==> config.mk <==
export PLATFORM = sky130hd
export DESIGN_NAME = aofc_top
export DESIGN_NICKNAME = d
export VERILOG_FILES = /design/src/hw/aofc_pkg.sv /design/src/hw/aofc_frame_build.sv /design/src/hw/aofc_top.sv
export VERILOG_INCLUDE_DIRS = /design/src /design/src/hw
export SDC_FILE = /design/constraint.sdc
export NUM_CORES = 1
export LEC_CHECK = 0
export ABC_AREA = 1
export ABC_CLOCK_PERIOD_IN_PS = 4000
export BUFFER_PORTS_ARGS = -buffer_cell sky130_fd_sc_hd__buf_2
export CORE_MARGIN = 1
export CORE_UTILIZATION = 45
export DETAILED_ROUTE_END_ITERATION = 10
export PLACE_DENSITY = 0.77
export SLEW_MARGIN = 0
export SYNTH_ARGS = -nofsm -noshare
export SYNTH_HDL_FRONTEND = slang
export SYNTH_SLANG_ARGS = --single-unit
==> constraint.sdc <==
create_clock -name REF_CLK_I -period 4 [get_ports REF_CLK_I]
set_clock_uncertainty 0.15 [all_clocks]
set_input_delay 0.8 -clock REF_CLK_I [delete_from_list [all_inputs] [get_ports REF_CLK_I]]
set_output_delay 0.8 -clock REF_CLK_I [all_outputs]
set_load 0.02 [all_outputs]
==> src/hw/aofc_regs.svh <==
// Register offsets, field positions, reset values and frame constants of the output framer.
`ifndef AOFC_REGS_SVH
`define AOFC_REGS_SVH
// ----------------------------------------------------------------------------
// Register offsets
// ----------------------------------------------------------------------------
`define AOFC_OFS_RATE     8'h0D
`define AOFC_OFS_RSVD     8'h0E
`define AOFC_OFS_LANE1    8'h0F
`define AOFC_OFS_FRAME    8'h10
`define AOFC_OFS_PARITY   8'h11
// ----------------------------------------------------------------------------
// Field positions and reset value
// ----------------------------------------------------------------------------
`define AOFC_BIT_RATE     0
`define AOFC_BIT_STSCFG   0
`define AOFC_BIT_PATTERN  0
`define AOFC_FMT_LSB      4
`define AOFC_BIT_PAREN    2
`define AOFC_RESET_VAL    8'h00
// ----------------------------------------------------------------------------
// Frame constants
// ----------------------------------------------------------------------------
`define AOFC_PROTO_RETIME 2'h3
`define AOFC_FMT_RESULT   2'h0
`define AOFC_FMT_ID       2'h1
`define AOFC_FMT_FULL     2'h2
`define AOFC_TEST_WORD    16'hA5A5
`define AOFC_LEN_RESULT   6'h10
`define AOFC_LEN_ID       6'h14
`define AOFC_LEN_FULL     6'h1A
`endif

==> src/hw/aofc_pkg.sv <==
// Types shared by the output framer modules.
package aofc_pkg;
   typedef struct packed {
      logic [15:0] result;
      logic [3:0]  chan_id;
      logic [3:0]  dev_status;
      logic [1:0]  chan_cfg;
   } aofc_sample_t;

   typedef struct packed {
      logic [1:0] fmt;
      logic       pattern;
      logic       parity_en;
   } aofc_frame_cfg_t;

   typedef enum logic {
      AOFC_IDLE,
      AOFC_SHIFT
   } aofc_state_t;
endpackage

==> src/hw/aofc_frame_build.sv <==
// Frame composer: builds the left-aligned output frame and its length every cycle.
`timescale 1ns/10ps
`default_nettype none
`include "aofc_regs.svh"
module aofc_frame_build (
   // Clock and reset
   input  wire logic                     clk_i,
   input  wire logic                     nrst_i,
   // Frame sources
   input  wire aofc_pkg::aofc_sample_t   sample_i,
   input  wire aofc_pkg::aofc_frame_cfg_t cfg_i,
   // Composed frame
   output logic [31:0]                   frame_o,
   output logic [5:0]                    len_o
);
   wire         has_id   = (cfg_i.fmt == `AOFC_FMT_ID) || (cfg_i.fmt == `AOFC_FMT_FULL);
   wire         has_full = (cfg_i.fmt == `AOFC_FMT_FULL);
   wire [3:0]   id_part  = has_id ? sample_i.chan_id : 4'h0;
   wire [5:0]   st_part  = has_full ? {sample_i.dev_status, sample_i.chan_cfg} : 6'h00;
   // Reserved format value is treated as result only.
   wire [31:0]  body     = cfg_i.pattern ? {`AOFC_TEST_WORD, 16'h0000}
                                         : {sample_i.result, id_part, st_part, 6'h00};
   wire [5:0]   len_base = cfg_i.pattern ? `AOFC_LEN_RESULT
                         : has_full ? `AOFC_LEN_FULL
                         : has_id ? `AOFC_LEN_ID : `AOFC_LEN_RESULT;
   // Unused trailing bits are zero, so the reduction covers exactly the frame.
   wire         par_bit  = ^body; // see RULE_09 see RULE_17
   wire [5:0]   par_pos  = 6'h1F - len_base;
   wire [31:0]  par_word = ({31'h0, par_bit & cfg_i.parity_en}) << par_pos; // see RULE_10

   always_ff @(posedge clk_i or negedge nrst_i) begin
      if (!nrst_i) begin
         frame_o <= 32'h0000_0000;
         len_o   <= 6'h00;
      end else begin
         frame_o <= body | par_word; // see RULE_05 see RULE_06 see RULE_07 see RULE_08
         len_o   <= len_base + {5'h00, cfg_i.parity_en}; // see RULE_10
      end
   end

   property p_len_result;
      @(posedge clk_i) disable iff (!nrst_i)
      (cfg_i.fmt == 2'h0 && !cfg_i.pattern && !cfg_i.parity_en) |=> (len_o == 6'h10);
   endproperty
   a_len_result: assert property (p_len_result) else $error("result-only frame length wrong"); // see RULE_05

   property p_len_full;
      @(posedge clk_i) disable iff (!nrst_i)
      (cfg_i.fmt == 2'h2 && !cfg_i.pattern && cfg_i.parity_en) |=> (len_o == 6'h1B);
   endproperty
   a_len_full: assert property (p_len_full) else $error("full frame with parity length wrong"); // see RULE_06

   property p_pattern;
      @(posedge clk_i) disable iff (!nrst_i)
      cfg_i.pattern |=> (frame_o[31:16] == 16'hA5A5 && frame_o[14:0] == 15'h0000);
   endproperty
   a_pattern: assert property (p_pattern) else $error("test pattern not on frame"); // see RULE_07

   property p_parity;
      @(posedge clk_i) disable iff (!nrst_i)
      (cfg_i.fmt == 2'h0 && !cfg_i.pattern && cfg_i.parity_en)
         |=> (frame_o[15] == ^$past(sample_i.result)) && (frame_o[31:16] == $past(sample_i.result));
   endproperty
   a_parity: assert property (p_parity) else $error("parity bit wrong"); // see RULE_09
endmodule
`default_nettype wire

==> src/hw/aofc_top.sv <==
// Output frame configuration registers and serial frame shifter.
`timescale 1ns/10ps
`default_nettype none
`include "aofc_regs.svh"
// Notes on behaviour
// RULE_01: Register writes are refused until the access-control unlock is given.
// RULE_02: The data-rate bit matters only when the output protocol select is 11b.
// RULE_03: With re-timed output, lanes shift once per clock period in SDR and on both edges in DDR.
// RULE_04: In one-lane mode lane 1 floats if its config bit is 0 and carries sequence status if 1.
// RULE_05: Frame format 00b is result only, 01b adds a 4-bit channel id, 11b is reserved.
// RULE_06: Frame format 10b adds channel id, 4-bit device status and 2-bit channel configuration.
// RULE_07: The test-pattern bit replaces the data with the fixed word A5A5.
// RULE_08: With the test-pattern bit clear the normal frame is shifted out.
// RULE_09: The parity bit is 1 when the frame holds an odd number of ones.
// RULE_10: Parity enable appends one bit, making the frame one bit longer.
// RULE_11: Reserved bits always read as zero.
// RULE_12: The host does not write reserved bits.
// RULE_13: The register at 0Eh has no function and reads zero.
// RULE_14: All registers of the group reset to zero.
// RULE_15: Protocol 11b uses the re-timer scheme, 00b follows the standard input SPI mode.
// RULE_16: With lane width 0 all data bits go out on lane 0.
// RULE_17: Parity covers every frame bit but not itself.
module aofc_top (
   // Clock and reset
   input  wire logic                   REF_CLK_I,
   input  wire logic                   NRST_I,
   // Register access from the command decoder
   input  wire logic                   REG_UNLOCK_I,
   input  wire logic                   REG_WR_I,
   input  wire logic                   REG_RD_I,
   input  wire logic [7:0]             REG_ADDR_I,
   input  wire logic [7:0]             REG_WDATA_I,
   output logic [7:0]                  REG_RDATA_O,
   // Neighbouring output settings
   input  wire logic [1:0]             OUTPUT_PROTOCOL_SELECT_I,
   input  wire logic                   OUTPUT_LANE_WIDTH_I,
   input  wire logic [1:0]             INPUT_SPI_MODE_I,
   // Conversion data
   input  wire aofc_pkg::aofc_sample_t SAMPLE_I,
   input  wire logic                   SEQUENCE_STATUS_PIN_I,
   // Serial link pins
   input  wire logic                   SCLK_I,
   input  wire logic                   CS_N_I,
   output logic                        SERIAL_OUT_LANE0_O,
   output logic                        SERIAL_OUT_LANE0_OE_N_O,
   output logic                        SERIAL_OUT_LANE1_O,
   output logic                        SERIAL_OUT_LANE1_OE_N_O
);
   // ----------------------------------------------------------------------------
   // Registers
   // ----------------------------------------------------------------------------
   logic        rate_ddr;
   logic        lane1_status_config;
   logic [1:0]  frame_fmt;
   logic        test_pattern_enable;
   logic        parity_en;

   wire wr_ok = REG_WR_I && REG_UNLOCK_I; // see RULE_01

   always_ff @(posedge REF_CLK_I or negedge NRST_I) begin
      if (!NRST_I) begin // see RULE_14
         rate_ddr            <= 1'b0;
         lane1_status_config <= 1'b0;
         frame_fmt           <= 2'h0;
         test_pattern_enable <= 1'b0;
         parity_en           <= 1'b0;
      end else if (wr_ok) begin
         if (REG_ADDR_I == `AOFC_OFS_RATE) begin
            rate_ddr <= REG_WDATA_I[`AOFC_BIT_RATE];
         end
         if (REG_ADDR_I == `AOFC_OFS_LANE1) begin
            lane1_status_config <= REG_WDATA_I[`AOFC_BIT_STSCFG];
         end
         if (REG_ADDR_I == `AOFC_OFS_FRAME) begin
            frame_fmt           <= REG_WDATA_I[`AOFC_FMT_LSB +: 2];
            test_pattern_enable <= REG_WDATA_I[`AOFC_BIT_PATTERN];
         end
         if (REG_ADDR_I == `AOFC_OFS_PARITY) begin
            parity_en <= REG_WDATA_I[`AOFC_BIT_PAREN];
         end
      end
   end

   // Read mux; reserved bits and the 0Eh register are hard zero.
   logic [7:0] rd_mux;
   always_comb begin
      rd_mux = `AOFC_RESET_VAL; // see RULE_11 see RULE_13
      case (REG_ADDR_I)
         `AOFC_OFS_RATE:   rd_mux = {7'h00, rate_ddr};
         `AOFC_OFS_LANE1:  rd_mux = {7'h00, lane1_status_config};
         `AOFC_OFS_FRAME:  rd_mux = {2'h0, frame_fmt, 3'h0, test_pattern_enable};
         `AOFC_OFS_PARITY: rd_mux = {5'h00, parity_en, 2'h0};
         default:          rd_mux = `AOFC_RESET_VAL;
      endcase
   end

   always_ff @(posedge REF_CLK_I or negedge NRST_I) begin
      if (!NRST_I) begin
         REG_RDATA_O <= `AOFC_RESET_VAL;
      end else if (REG_RD_I) begin
         REG_RDATA_O <= rd_mux;
      end
   end

   // ----------------------------------------------------------------------------
   // Frame composer
   // ----------------------------------------------------------------------------
   aofc_pkg::aofc_frame_cfg_t fcfg;
   logic [31:0]               frame;
   logic [5:0]                frame_len;

   assign fcfg = '{fmt: frame_fmt, pattern: test_pattern_enable, parity_en: parity_en};

   aofc_frame_build u_build (
      .clk_i    (REF_CLK_I),
      .nrst_i   (NRST_I),
      .sample_i (SAMPLE_I),
      .cfg_i    (fcfg),
      .frame_o  (frame),
      .len_o    (frame_len)
   );

   // ----------------------------------------------------------------------------
   // Pin synchronisers and edge detection
   // ----------------------------------------------------------------------------
   logic [1:0] sclk_sync;
   logic [1:0] cs_sync;
   logic       sclk_prev;
   logic       cs_prev;

   always_ff @(posedge REF_CLK_I or negedge NRST_I) begin
      if (!NRST_I) begin
         sclk_sync <= 2'b00;
         cs_sync   <= 2'b11;
         sclk_prev <= 1'b0;
         cs_prev   <= 1'b1;
      end else begin
         sclk_sync <= {sclk_sync[0], SCLK_I};
         cs_sync   <= {cs_sync[0], CS_N_I};
         sclk_prev <= sclk_sync[1];
         cs_prev   <= cs_sync[1];
      end
   end

   wire sclk_rise = sclk_sync[1] && !sclk_prev;
   wire sclk_fall = !sclk_sync[1] && sclk_prev;
   wire cs_fall   = !cs_sync[1] && cs_prev;
   wire cs_high   = cs_sync[1];

   // ----------------------------------------------------------------------------
   // Shifter
   // ----------------------------------------------------------------------------
   wire retime    = (OUTPUT_PROTOCOL_SELECT_I == `AOFC_PROTO_RETIME); // see RULE_15
   wire ddr_on    = retime && rate_ddr; // see RULE_02
   // Standard SPI launches on the edge opposite to the one the host samples on.
   wire spi_rise  = INPUT_SPI_MODE_I[1] ^ INPUT_SPI_MODE_I[0];
   wire shift_evt = retime ? (sclk_rise || (ddr_on && sclk_fall)) // see RULE_03
                           : (spi_rise ? sclk_rise : sclk_fall);
   wire [5:0] step = OUTPUT_LANE_WIDTH_I ? 6'h02 : 6'h01; // see RULE_16

   aofc_pkg::aofc_state_t state;
   aofc_pkg::aofc_state_t next_state;
   logic [31:0]           shreg;
   logic [5:0]            remain;

   always_comb begin
      next_state = state;
      case (state)
         aofc_pkg::AOFC_IDLE:  if (cs_fall) next_state = aofc_pkg::AOFC_SHIFT;
         aofc_pkg::AOFC_SHIFT: if (cs_high) next_state = aofc_pkg::AOFC_IDLE;
         default:              next_state = aofc_pkg::AOFC_IDLE;
      endcase
   end

   always_ff @(posedge REF_CLK_I or negedge NRST_I) begin
      if (!NRST_I) begin
         state  <= aofc_pkg::AOFC_IDLE;
         shreg  <= 32'h0000_0000;
         remain <= 6'h00;
      end else begin
         state <= next_state;
         if (state == aofc_pkg::AOFC_IDLE && cs_fall) begin
            shreg  <= frame;
            remain <= frame_len;
         end else if (state == aofc_pkg::AOFC_SHIFT && shift_evt && remain != 6'h00) begin
            shreg  <= shreg << step;
            remain <= (remain > step) ? remain - step : 6'h00;
         end
      end
   end

   // ----------------------------------------------------------------------------
   // Output lanes (enable low means driven)
   // ----------------------------------------------------------------------------
   wire active = (state == aofc_pkg::AOFC_SHIFT);
   assign SERIAL_OUT_LANE0_O      = OUTPUT_LANE_WIDTH_I ? shreg[30] : shreg[31]; // see RULE_16
   assign SERIAL_OUT_LANE0_OE_N_O = !active;
   assign SERIAL_OUT_LANE1_O      = OUTPUT_LANE_WIDTH_I ? shreg[31] : SEQUENCE_STATUS_PIN_I;
   assign SERIAL_OUT_LANE1_OE_N_O = OUTPUT_LANE_WIDTH_I ? !active : !lane1_status_config; // see RULE_04

   // ----------------------------------------------------------------------------
   // Checks
   // ----------------------------------------------------------------------------
   property p_locked_write;
      @(posedge REF_CLK_I) disable iff (!NRST_I)
      (REG_WR_I && !REG_UNLOCK_I) |=> $stable(frame_fmt) && $stable(parity_en) && $stable(rate_ddr);
   endproperty
   a_locked_write: assert property (p_locked_write) else $error("locked write changed a register"); // see RULE_01

   // Outside the re-timer a set rate bit must not add shifts on the idle SPI edge.
   property p_rate_ignored;
      @(posedge REF_CLK_I) disable iff (!NRST_I)
      (active && !retime && rate_ddr && !cs_high && (spi_rise ? sclk_fall : sclk_rise))
         |=> $stable(shreg);
   endproperty
   a_rate_ignored: assert property (p_rate_ignored) else $error("data rate applied outside re-timer"); // see RULE_02

   property p_sdr_fall;
      @(posedge REF_CLK_I) disable iff (!NRST_I)
      (active && retime && !rate_ddr && sclk_fall && !cs_high) |=> $stable(shreg);
   endproperty
   a_sdr_fall: assert property (p_sdr_fall) else $error("SDR shifted on falling edge"); // see RULE_03

   property p_lane1_hiz;
      @(posedge REF_CLK_I) disable iff (!NRST_I)
      (!OUTPUT_LANE_WIDTH_I && !lane1_status_config) |-> SERIAL_OUT_LANE1_OE_N_O;
   endproperty
   a_lane1_hiz: assert property (p_lane1_hiz) else $error("lane 1 driven while it should float"); // see RULE_04

   property p_rsvd_read;
      @(posedge REF_CLK_I) disable iff (!NRST_I)
      (REG_RD_I && REG_ADDR_I == 8'h0E) |=> (REG_RDATA_O == 8'h00);
   endproperty
   a_rsvd_read: assert property (p_rsvd_read) else $error("reserved register read nonzero"); // see RULE_13

   property p_rsvd_bits;
      @(posedge REF_CLK_I) disable iff (!NRST_I)
      (REG_RD_I && REG_ADDR_I == 8'h10) |=> (REG_RDATA_O[7:6] == 2'h0 && REG_RDATA_O[3:1] == 3'h0);
   endproperty
   a_rsvd_bits: assert property (p_rsvd_bits) else $error("reserved bits read nonzero"); // see RULE_11
endmodule
`default_nettype wire

# Word level (Yosys, flattened, before mapping)
# Index checks and enable logic that the tools add are counted.
[word_totals] elab_cells=76 out_inout_bits=12 reg_bits=97 in_bits=55
[op_classes] addsub=3 magnitude_cmp=1 n_shift=2 reduce_logical=23 mux=21 eq_ne=7 n_bitwise=4
[ops] op="$mux 32" n=3
[ops] op="$mux 6" n=6
[ops] op="$or 32x32->32" n=1
[ops] op="$reduce_xor 32->1" n=1
[ops] op="$shl 1x6->32" n=1
[ops] op="$shl 32x2->32" n=1
[ops] op="$pmux 6 s4" n=1
[ops] op="$eq 8x4->1 const B" n=2
[ops] op="$eq 8x5->1 const B" n=2
[ops] op="$logic_and 1x1->1" n=9
[ops] op="$reduce_and 2->1" n=4
[ops] op="$mux 1" n=7
[ops] op="$add 6x1->6" n=1
[ops] op="$gt 6x2->1" n=1
[ops] op="$reduce_bool 6->1" n=1
[ops] op="$sub 5x6->6 const A" n=1
[ops] op="$sub 6x2->6" n=1
[ops] op="$logic_not 1->1" n=5
[ops] op="$eq 2x2->1 const B" n=2
[ops] op="$mux 4" n=1
[ops] op="$mux 3" n=1
[ops] op="$eq 2x1->1 const B" n=1
[ops] op="$logic_or 1x1->1" n=2
[ops] op="$mux 2" n=1
[ops] op="other kinds (5)" n=5

# Depth between registers and ports, before layout
# Gate-level depths: netlist of the first run.
[depth] depth_word=9 ltp_mapped=17 depth_no_buf=17

# By module
# Synthesis of the first run repeated with hierarchy kept, for this count alone.
[hier_totals] cells_unflattened=700 area_unflattened_um2=4994.8
[modules_own_cells] mod="aofc_top" cells_per_inst=465 area_each_um2=3224.3 seq_area_each_um2=1380.1 instances=1
[modules_own_cells] mod="aofc_frame_build" cells_per_inst=235 area_each_um2=1770.4 seq_area_each_um2=825.8 instances=1

# Worst setup path before layout of the first run
# Ideal clock, no wire load.
[synth_timing] kind="input -> register" startpoint="input port OUTPUT_LANE_WIDTH_I" endpoint="register remain[0]" setup_ns=0.137 t_arrival_ns=2.472 setup_slack_ns=1.241 cell_stages=10 required_ns=3.713 path_buffers=2 cell_sequence="clkbuf_1 > inv_1 > clkbuf_1 > ha_1 > inv_1 > fa_1 > a21oi_1 > nor2_1 > nand3_1 > o221ai_1"
[synth_via] elab_chain_cells=5 word_cells_on_any_way=6 cone_classes="1 x add/sub; 1 x order compare; 4 x mux"
[synth_rtl] item="start, declared" line="aofc_top.sv:36" source="input wire logic OUTPUT_LANE_WIDTH_I,"
[synth_rtl] item="$mux 2 *" line="aofc_top.sv:159" source="wire [5:0] step = OUTPUT_LANE_WIDTH_I ? 6'h02 : 6'h01;"
[synth_rtl] item="$sub 6x2->6 or $gt 6x2->1 (tied branches)" line="aofc_top.sv:187" source="remain <= (remain > step) ? remain - step : 6'h00;"
[synth_rtl] item="$mux 6 *" line="aofc_top.sv:187"
[synth_rtl] item="$mux 6 *" line="aofc_top.sv:185" source="end else if (state == aofc_pkg::AOFC_SHIFT && shift_evt && remain != 6'h00) begin"
[synth_rtl] item="$mux 6 *" line="aofc_top.sv:182" source="if (state == aofc_pkg::AOFC_IDLE && cs_fall) begin"
[synth_rtl] item="end signal, assigned" line="aofc_top.sv:184" source="remain <= frame_len;"
[synth_rtl] item="end signal, assigned" line="aofc_top.sv:187"
[synth_rtl] item="end, declared" line="aofc_top.sv:164" source="logic [5:0] remain;"
# Every way passes the cells marked *; elsewhere a longest branch is shown, timed or not. The select of a mux whose other input is x is not followed.
# A chain may end at the register's enable or synchronous reset.

# Worst setup path after layout of the first run
[layout_timing] startpoint="register test_pattern_enable" endpoint="register u_build.frame_o[5]"
[layout_via] elab_chain_cells=5 word_cells_on_any_way=7 cone_classes="1 x add/sub; 1 x shift; 2 x mux; 2 x bitwise; 1 x reduce/logical"
[layout_rtl] item="start, declared" line="aofc_top.sv:55" source="logic test_pattern_enable;"
[layout_rtl] item="start signal, assigned" line="aofc_top.sv:76" source="test_pattern_enable <= REG_WDATA_I[`AOFC_BIT_PATTERN];"
[layout_rtl] item="$mux 32" line="aofc_frame_build.sv:21" source="wire [31:0] body = cfg_i.pattern ? {`AOFC_TEST_WORD, 16'h0000}"
[layout_rtl] item="via u_build.body[8]" line="aofc_frame_build.sv:21"
[layout_rtl] item="$reduce_xor 32->1" line="aofc_frame_build.sv:27" source="wire par_bit = ^body;"
[layout_rtl] item="$and 1x1->1" line="aofc_frame_build.sv:29" source="wire [31:0] par_word = ({31'h0, par_bit & cfg_i.parity_en}) << par_pos;"
[layout_rtl] item="$shl 1x6->32" line="aofc_frame_build.sv:29"
[layout_rtl] item="via u_build.par_word[5]" line="aofc_frame_build.sv:29"
[layout_rtl] item="$or 32x32->32" line="aofc_frame_build.sv:36" source="frame_o <= body | par_word;"
[layout_rtl] item="end signal, assigned" line="aofc_frame_build.sv:36"
[layout_rtl] item="end, declared" line="aofc_frame_build.sv:13" source="output logic [31:0] frame_o,"
# The timed path passes the listed nets, and every way through them passes these cells.

==> results of run 1 <==
worst max-delay path, cell delays in order, from the launching register on:
cell	delay (ns)
dfrtp_1	0.70
inv_2	0.38
nand2_1	0.24
nor2_1	0.24
nand2_1	0.08
o21ai_1	0.13
nand3_1	0.12
nand2_1	0.09
nand2_1	0.05
nand2_1	0.06
nand2_1	0.06
nand2_2	0.10
nand3_2	0.08
nor2_1	0.11
logic make-up (layout without fill, tap and decap cells):
logic type	after synthesis	in the layout	share of synthesized area [%]
AO/OA/AOI/OAI	92	92	12.8
other	2	6	0.162
flip-flops	88	88	47.7
buffers and inverters	97	150	8.63
adder cells (fa/ha/maj)	5	5	1.52
XOR/XNOR	5	5	0.947
AND/OR/NAND/NOR	307	307	27.7
multiplexers	2	2	0.487
cell type report:
type	count	share of cell area, %
Clock buffer	12	2.99
Timing Repair Buffer	64	6.50
Clock inverter	4	0.554
Tap cell	133	3.20
Sequential cell	88	42.5
Inverter	70	5.06
Multi-Input combinational cell	417	39.2
sequential cells by signal (all words and copies together), names as in the netlist, 2 cells and up:
name and flops:
shreg 32, u_build.frame_o 29, remain 6, REG_RDATA_O 4, u_build.len_o 4, cs_sync 2, frame_fmt 2, sclk_sync 2
how the worst min path moves through the flow:
stage,start,endpoint,depth (start not counted)
3_5_place_dp,sclk_sync[0],sclk_sync[1],0
6_report,sclk_sync[0],sclk_sync[1],0
3_3_place_gp,sclk_sync[0],sclk_sync[1],0
2_1_floorplan,sclk_sync[0],sclk_sync[1],0
4_1_cts,sclk_sync[0],sclk_sync[1],0
5_1_grt,sclk_sync[0],sclk_sync[1],0
metrics by stage:
| stage | cells | utilization [%] |
|---|---|---|
| floorplan | 602 | - |
| global placement | 772 | 50.8 |
| detailed placement | 772 | 50.8 |
| CTS | 788 | 52.7 |
| global route | 788 | 52.7 |
| finish | 788 | 52.7 |
per-layer routing:
| metal | vias up | share of wire [%] | wire length (um) |
|---|---|---|---|
| met5 | - | 0 | 0 |
| met4 | 0 | 2.0 | 199 |
| met3 | 17 | 3.7 | 360 |
| met2 | 108 | 49 | 4820 |
| met1 | 1914 | 45 | 4380 |
| li1 | 2023 | - | - |
power groups by stage:
stage	Combinational (W)	Clock, W	Sequential (W)
6_report	0.000679	0.000558	0.00121
3_3_place_gp	0.000645	0	0.00121
2_1_floorplan	0.000533	0	0.00119
5_1_grt	0.000776	0.000607	0.00124
3_5_place_dp	0.000675	0	0.00123
4_1_cts	0.000680	0.000570	0.00121
cells in the final DEF, fill, tap and decap left out, types with 2 or more instances in the layout:
| cell type | instances |
|---|---|
| mux2_2 | 2 |
| nor2_1 | 68 |
| nand3b_1 | 2 |
| ha_1 | 4 |
| inv_2 | 3 |
| buf_2 | 57 |
| xor2_1 | 2 |
| o21ai_0 | 16 |
| xnor2_1 | 3 |
| nand2_1 | 172 |
| nor3_1 | 9 |
| inv_1 | 65 |
| or2_2 | 23 |
| dfrtp_1 | 85 |
| dfstp_2 | 3 |
| o22ai_1 | 4 |
| a31oi_1 | 27 |
| a21oi_1 | 9 |
| conb_1 | 6 |
| clkbuf_8 | 11 |
| nand3_1 | 25 |
| clkinv_1 | 2 |
| o211ai_1 | 31 |
| nand4_1 | 2 |
| o221ai_1 | 2 |
| buf_4 | 7 |
| clkinvlp_4 | 2 |
==> metrics.txt, run 1 <==
run status complete, no violations; maximum frequency from static timing analysis about 0.38 GHz; placed wire-length estimate after detailed placement between 7 and 8 mm; wire length per cell ~12 um; total of flip-flops plus latches after synthesis 88; count of cells along the worst register-to-register path 13; layout cell share with drive strength beyond 1 17.6%; CP arrival 2.77 ns; Least-Margin Pin Slew between 1 and 1.5 ns; cell with the most instances after synthesis nand2_1; Cell variety after synth 35; floorplan core area 9860 sq um; cell area after placement 5010 sq um; yosys warns 0; class of the tightest hold or removal check register to register; number of enable-type register cells in the synthesized netlist 0; total grt overflow 0; endpoint of the most critical setup path u_build.frame_o[5]; endpoint type of the worst setup path register; required time worst endpoint 4.13 ns; average cell area after synthesis 7.73 sq um; depth of the CTS H-tree 3; category of the most critical setup path register to register; number of maximum-capacitance constraint violations 0; count of standard-cell rows 36; CTS clk-pin slew, worst paths roughly 0.080 ns; count of port buffers added during placement 58; area taken by multi-input logic gates 2040 sq um; top cells by area in the synthesized netlist dfrtp_1 (46%), nand2_1 (14%), nor2_1 (5.5%); number of buffers created by CTS 9; GRT met3 Usage 1.95%; Synth Instances 598; initial antenna violation count 0; cts hold-fix bufs 0; area share of the largest cell type after synthesis between 40% and 50%; Final Hold Violating Endpoints 0; synthesized cell area around 4600 sq um; leading cell types by count after synthesis nand2_1 (172), dfrtp_1 (85), nor2_1 (68); largest net degree at the start of global routing 89; clock period minus final worst setup slack 2.64 ns; maximum net fanout on the critical path 24; storage element area about 2200 sq um; capture instance of the worst register-to-register path u_build.frame_o[5]; Inserted Diodes 0; Initial Util 46.9%; Final setup violation count 0; launching point of the worst reg2reg path test_pattern_enable; met1 Use GR about a quarter; worst setup path startpoint test_pattern_enable; Sequential Power Share 49.5%; worst-case vdd ir drop around 200 uV; worst hold margin between 0.2 and 0.25 ns; clock tree from TritonCTS yes; largest area contributor in the netlist dfrtp_1; final weighted congestion in routability-driven placement roughly 0.87; setup TNS 0 ns; GRT met2 Usage 33.9%; Setup Buffers After CTS 0; total via count in the routed design 4062; relative contribution of the clock network to total power 22.8%; share of synthesized registers carrying an async set or reset 100%; Final #Nets 710; Top Usage Layer GRT met2; number of global-route vias before repair just under 4000; residual antenna-violating net count after detailed routing 0; total power per unit cell area 472 nW/um^2; total wire length after detailed routing 9.76 mm; Area growth, synth to finish 12.4%; post-layout power 0.00245 W; P_int between 0.0015 and 0.002 W; Vias per Instance 5.15; Die X-Extent roughly 100 um; fill cell count slightly above 900; CTS Root Buffer Type clkbuf_8; DR DRC count 0; crit path setup slack, layout 1.36 ns; wire length of the first global-routing pass 16.7 mm; Overall Global Routing Usage roughly a fifth; final slew viol count 0; fin crit share between 60% and 70%; worst setup slack for register-to-register paths 1.36 ns; initial drt markers 280; headroom to the max-slew limit 29.7%; top-level port count 67; sinks on the clock net 88; Die Outline Area 10700 sq um; Resized Gates After CTS 0; part of the Yosys area used for sequential elements 47.7%; maximum count of clock buffers along a single path 2; overall die height 103 um; predominant post-synthesis flop cell dfrtp_1; unrepaired setup endpoints after global routing false; first-pass iteration count of the detailed router 5; final design instance area without fill 5190 sq um; Net Sw Frac about 33%; pre-CTS setup slack 1.17 ns; Worst setup SP type register; part of the total power dissipated in combinational logic 27.7%; Switch Pwr 0.000816 W; Worst-Skew Late Latency 0.34 ns; leakage power total 2.58 nW
(Power assumes the default switching activity.)
==> run 2, diff against run 1 <==
--- a/config.mk
+++ b/config.mk
@@ -7,12 +7,12 @@
 export NUM_CORES = 1
 export LEC_CHECK = 0
 export ABC_AREA = 1
-export ABC_CLOCK_PERIOD_IN_PS = 4000
+export ABC_CLOCK_PERIOD_IN_PS = 2400
 export BUFFER_PORTS_ARGS = -buffer_cell sky130_fd_sc_hd__buf_2
 export CORE_MARGIN = 1
 export CORE_UTILIZATION = 45
 export DETAILED_ROUTE_END_ITERATION = 10
-export PLACE_DENSITY = 0.77
+export PLACE_DENSITY = 0.8
 export SLEW_MARGIN = 0
 export SYNTH_ARGS = -nofsm -noshare
 export SYNTH_HDL_FRONTEND = slang
==> constraint.sdc (replaced) <==
create_clock -name REF_CLK_I -period 2.4 [get_ports REF_CLK_I]
set_clock_uncertainty 0.15 [all_clocks]
set_input_delay 0.48 -clock REF_CLK_I [delete_from_list [all_inputs] [get_ports REF_CLK_I]]
set_output_delay 0.48 -clock REF_CLK_I [all_outputs]
set_load 0.02 [all_outputs]
==> metrics.txt, run 2 (synthesis gave the netlist of run 1 again) <==
part of the total power dissipated in combinational logic 26.3% (-1.4 points); Final Hold Violating Endpoints 0 (unchanged); Final setup violation count 0 (unchanged); number of buffers created by CTS 9 (unchanged); unrepaired setup endpoints after global routing false; Area growth, synth to finish 16.4%; pre-CTS setup slack 0.129 ns (-1.04 ns); Switch Pwr 0.00140 W (+72%); layout cell share with drive strength beyond 1 19.6% (+2.0 points); largest net degree at the start of global routing 76 (-15%); number of maximum-capacitance constraint violations 0 (unchanged); P_int 0.00303 W (+85%); leakage power total 2.66 nW (+3.3%); top-level port count 67 (unchanged); first-pass iteration count of the detailed router 4 (-1); Net Sw Frac 31.6% (-1.7 points); number of flip-flops in the largest register 32 (unchanged); floorplan core area 9860 sq um (unchanged); total grt overflow 0 (unchanged); worst setup slack for register-to-register paths 0.19 ns (-1.17 ns); category of the most critical setup path register to register; clock period minus final worst setup slack 2.21 ns (-0.428 ns); initial drt markers 158 (-44%); Worst setup SP type register; most common cell after layout, fill and taps aside nand2_1; depth of the CTS H-tree 3 (unchanged); total power per unit cell area 824 nW/um^2 (+75%); clock tree from TritonCTS yes; DR DRC count 0 (unchanged); largest register by flop count shreg; crit path setup slack, layout 0.191 ns (-1.17 ns); biggest registers after layout shreg (32), u_build.frame_o (29), remain (6); CTS Root Buffer Type clkbuf_8; wire length per cell 12.7 um (+2.4%); post-layout power 0.00443 W (+81%); total via count in the routed design 4054 (-0.20%); wire length of the first global-routing pass 17.0 mm (+1.6%); number of global-route vias before repair 3936 (+2.2%); CP arrival 2.30 ns (-0.47 ns); run status complete, no violations; Die Outline Area 10700 sq um (unchanged); count of port buffers added during placement 58 (unchanged); required time worst endpoint 2.49 ns (-1.64 ns); setup TNS 0 ns (unchanged); final slew viol count 0 (unchanged); maximum net fanout on the critical path 8 (-67%); Die X-Extent 103 um (unchanged); overall die height 103 um (unchanged); placed wire-length estimate after detailed placement 7.17 mm (+1.7%); maximum count of clock buffers along a single path 2 (unchanged); Inserted Diodes 0 (unchanged); sum of buffers and inverters on the critical path 1 (unchanged); Slowest-stage cell, CP dfrtp_1; CTS clk-pin slew, worst paths 0.08 ns (about the same); Vias per Instance 5.09 (-1.3%); class of the tightest hold or removal check input port to register; residual antenna-violating net count after detailed routing 0 (unchanged); maximum frequency from static timing analysis 0.453 GHz (+19%); Overall Global Routing Usage 20.6% (+0.58 points); initial antenna violation count 0 (unchanged); most repeated library cell on the critical path nand2_1; Sequential Power Share 45.7% (-3.8 points); worst-case vdd ir drop 327 uV (+66%); cell-by-cell listing of the critical path inv_1 > ha_2 > nor2_4 > nand2_2 > nand2_1 > nand2_1 > nand2_1 > nand2_1 > nand2_1 > nand2_1 > nand2_1 > nand2_1 > nand2_1 > nand2_2 > nand4_1 > nand2_1; Initial Util 46.9% (unchanged); final weighted congestion in routability-driven placement 0.835 (-4.3%); count of standard-cell rows 36 (unchanged); total wire length after detailed routing 10.1 mm (+3.6%); Max stage delay on crit path 0.38 ns (-0.32 ns); relative contribution of the clock network to total power 28.0% (+5.2 points); family with the most delay on the worst path simple AND/OR/NAND/NOR gates; sinks on the clock net 88 (unchanged); endpoint type of the worst setup path register; Final #Nets 719 (+1.3%); commonest cells after routing, fill and taps aside nand2_1 (169), dfrtp_1 (85), nor2_1 (67), inv_1 (65), buf_2 (57); Worst-Skew Late Latency 0.35 ns (about the same); fin crit share 92.1% (+26 points)
==> run 2: cell types whose count changed in the layout (fill, tap and decap cells not counted), sizes merged <==
cell / change
bufinv: +3
clkinvlp: -2
buf: +8
clkbuf: -1
dlygate4sd3: +1
==> run 2: layout make-up <==
cell class	instances	area [sq um]
Sequential cell	88	2210
Multi-Input combinational cell	417	2070
Fill cell	876	4480
Timing Repair Buffer	73	433
Clock inverter	5	104
Clock buffer	11	141
Tap cell	133	166
Inverter	70	265
==> run 2: worst reg2reg max path, delay by kind of cell, from the launching register on <==
family                     cells  cell delay [ns]
DFF                            1             0.38
adders and majority gates      1             0.30
buffers and inverters          1             0.09
and+or+nand+nor               14             1.18
==> run 2: path summary, 6_finish.rpt <==
path | cells past startpoint | start | endpoint
min | 1 | CS_N_I | cs_sync[0]
max reg2reg | 16 | frame_fmt[0] | u_build.frame_o[15]
max in group asynchronous | 3 | NRST_I | cs_sync[0]
min reg2reg | 0 | cs_sync[0] | cs_sync[1]
min in group asynchronous | 2 | NRST_I | frame_fmt[1]
max | 16 | frame_fmt[0] | u_build.frame_o[15]
==> run 2: power by group through the flow <==
stage                     Combinational, W  Clock [W]  Sequential (W)
after detailed placement           0.00114          0         0.00204
after CTS                          0.00116    0.00126         0.00202
after global routing               0.00133    0.00130         0.00206
after floorplan                   0.000888          0         0.00198
after global placement             0.00110          0         0.00202
final                              0.00117    0.00124         0.00203
==> run 2: stage by stage <==
stage          instance area [sq um]  instances  hold WS (ns)  utilization [%]
3_5_place_dp                    5080        778         0.186             51.5
5_1_grt                         5380        797        0.0678             54.6
2_1_floorplan                   4640        602        0.0344                -
4_1_cts                         5340        795        0.0605             54.1
3_3_place_gp                    5080        778         0.186             51.5
6_report                        5380        797        0.0788             54.6
==> run 2: what timing repair did <==
item | in CTS | in global routing
hold buffers | 1 | 0
endpoints found under the setup margin | 0 | 4
gates resized for setup | 0 | 9
endpoints found under the hold margin | 13 | 0
buffers inserted | 0 | 2
==> run 2: metal layers <==
layer  routed length [um]  vias up  global-route usage, %
met5                    0        -                      0
met4                  140        0                   9.53
met3                  432       13                   4.30
met2                 5190       97                   35.4
met1                 4350     1904                   25.0
li1                     -     2040                      -
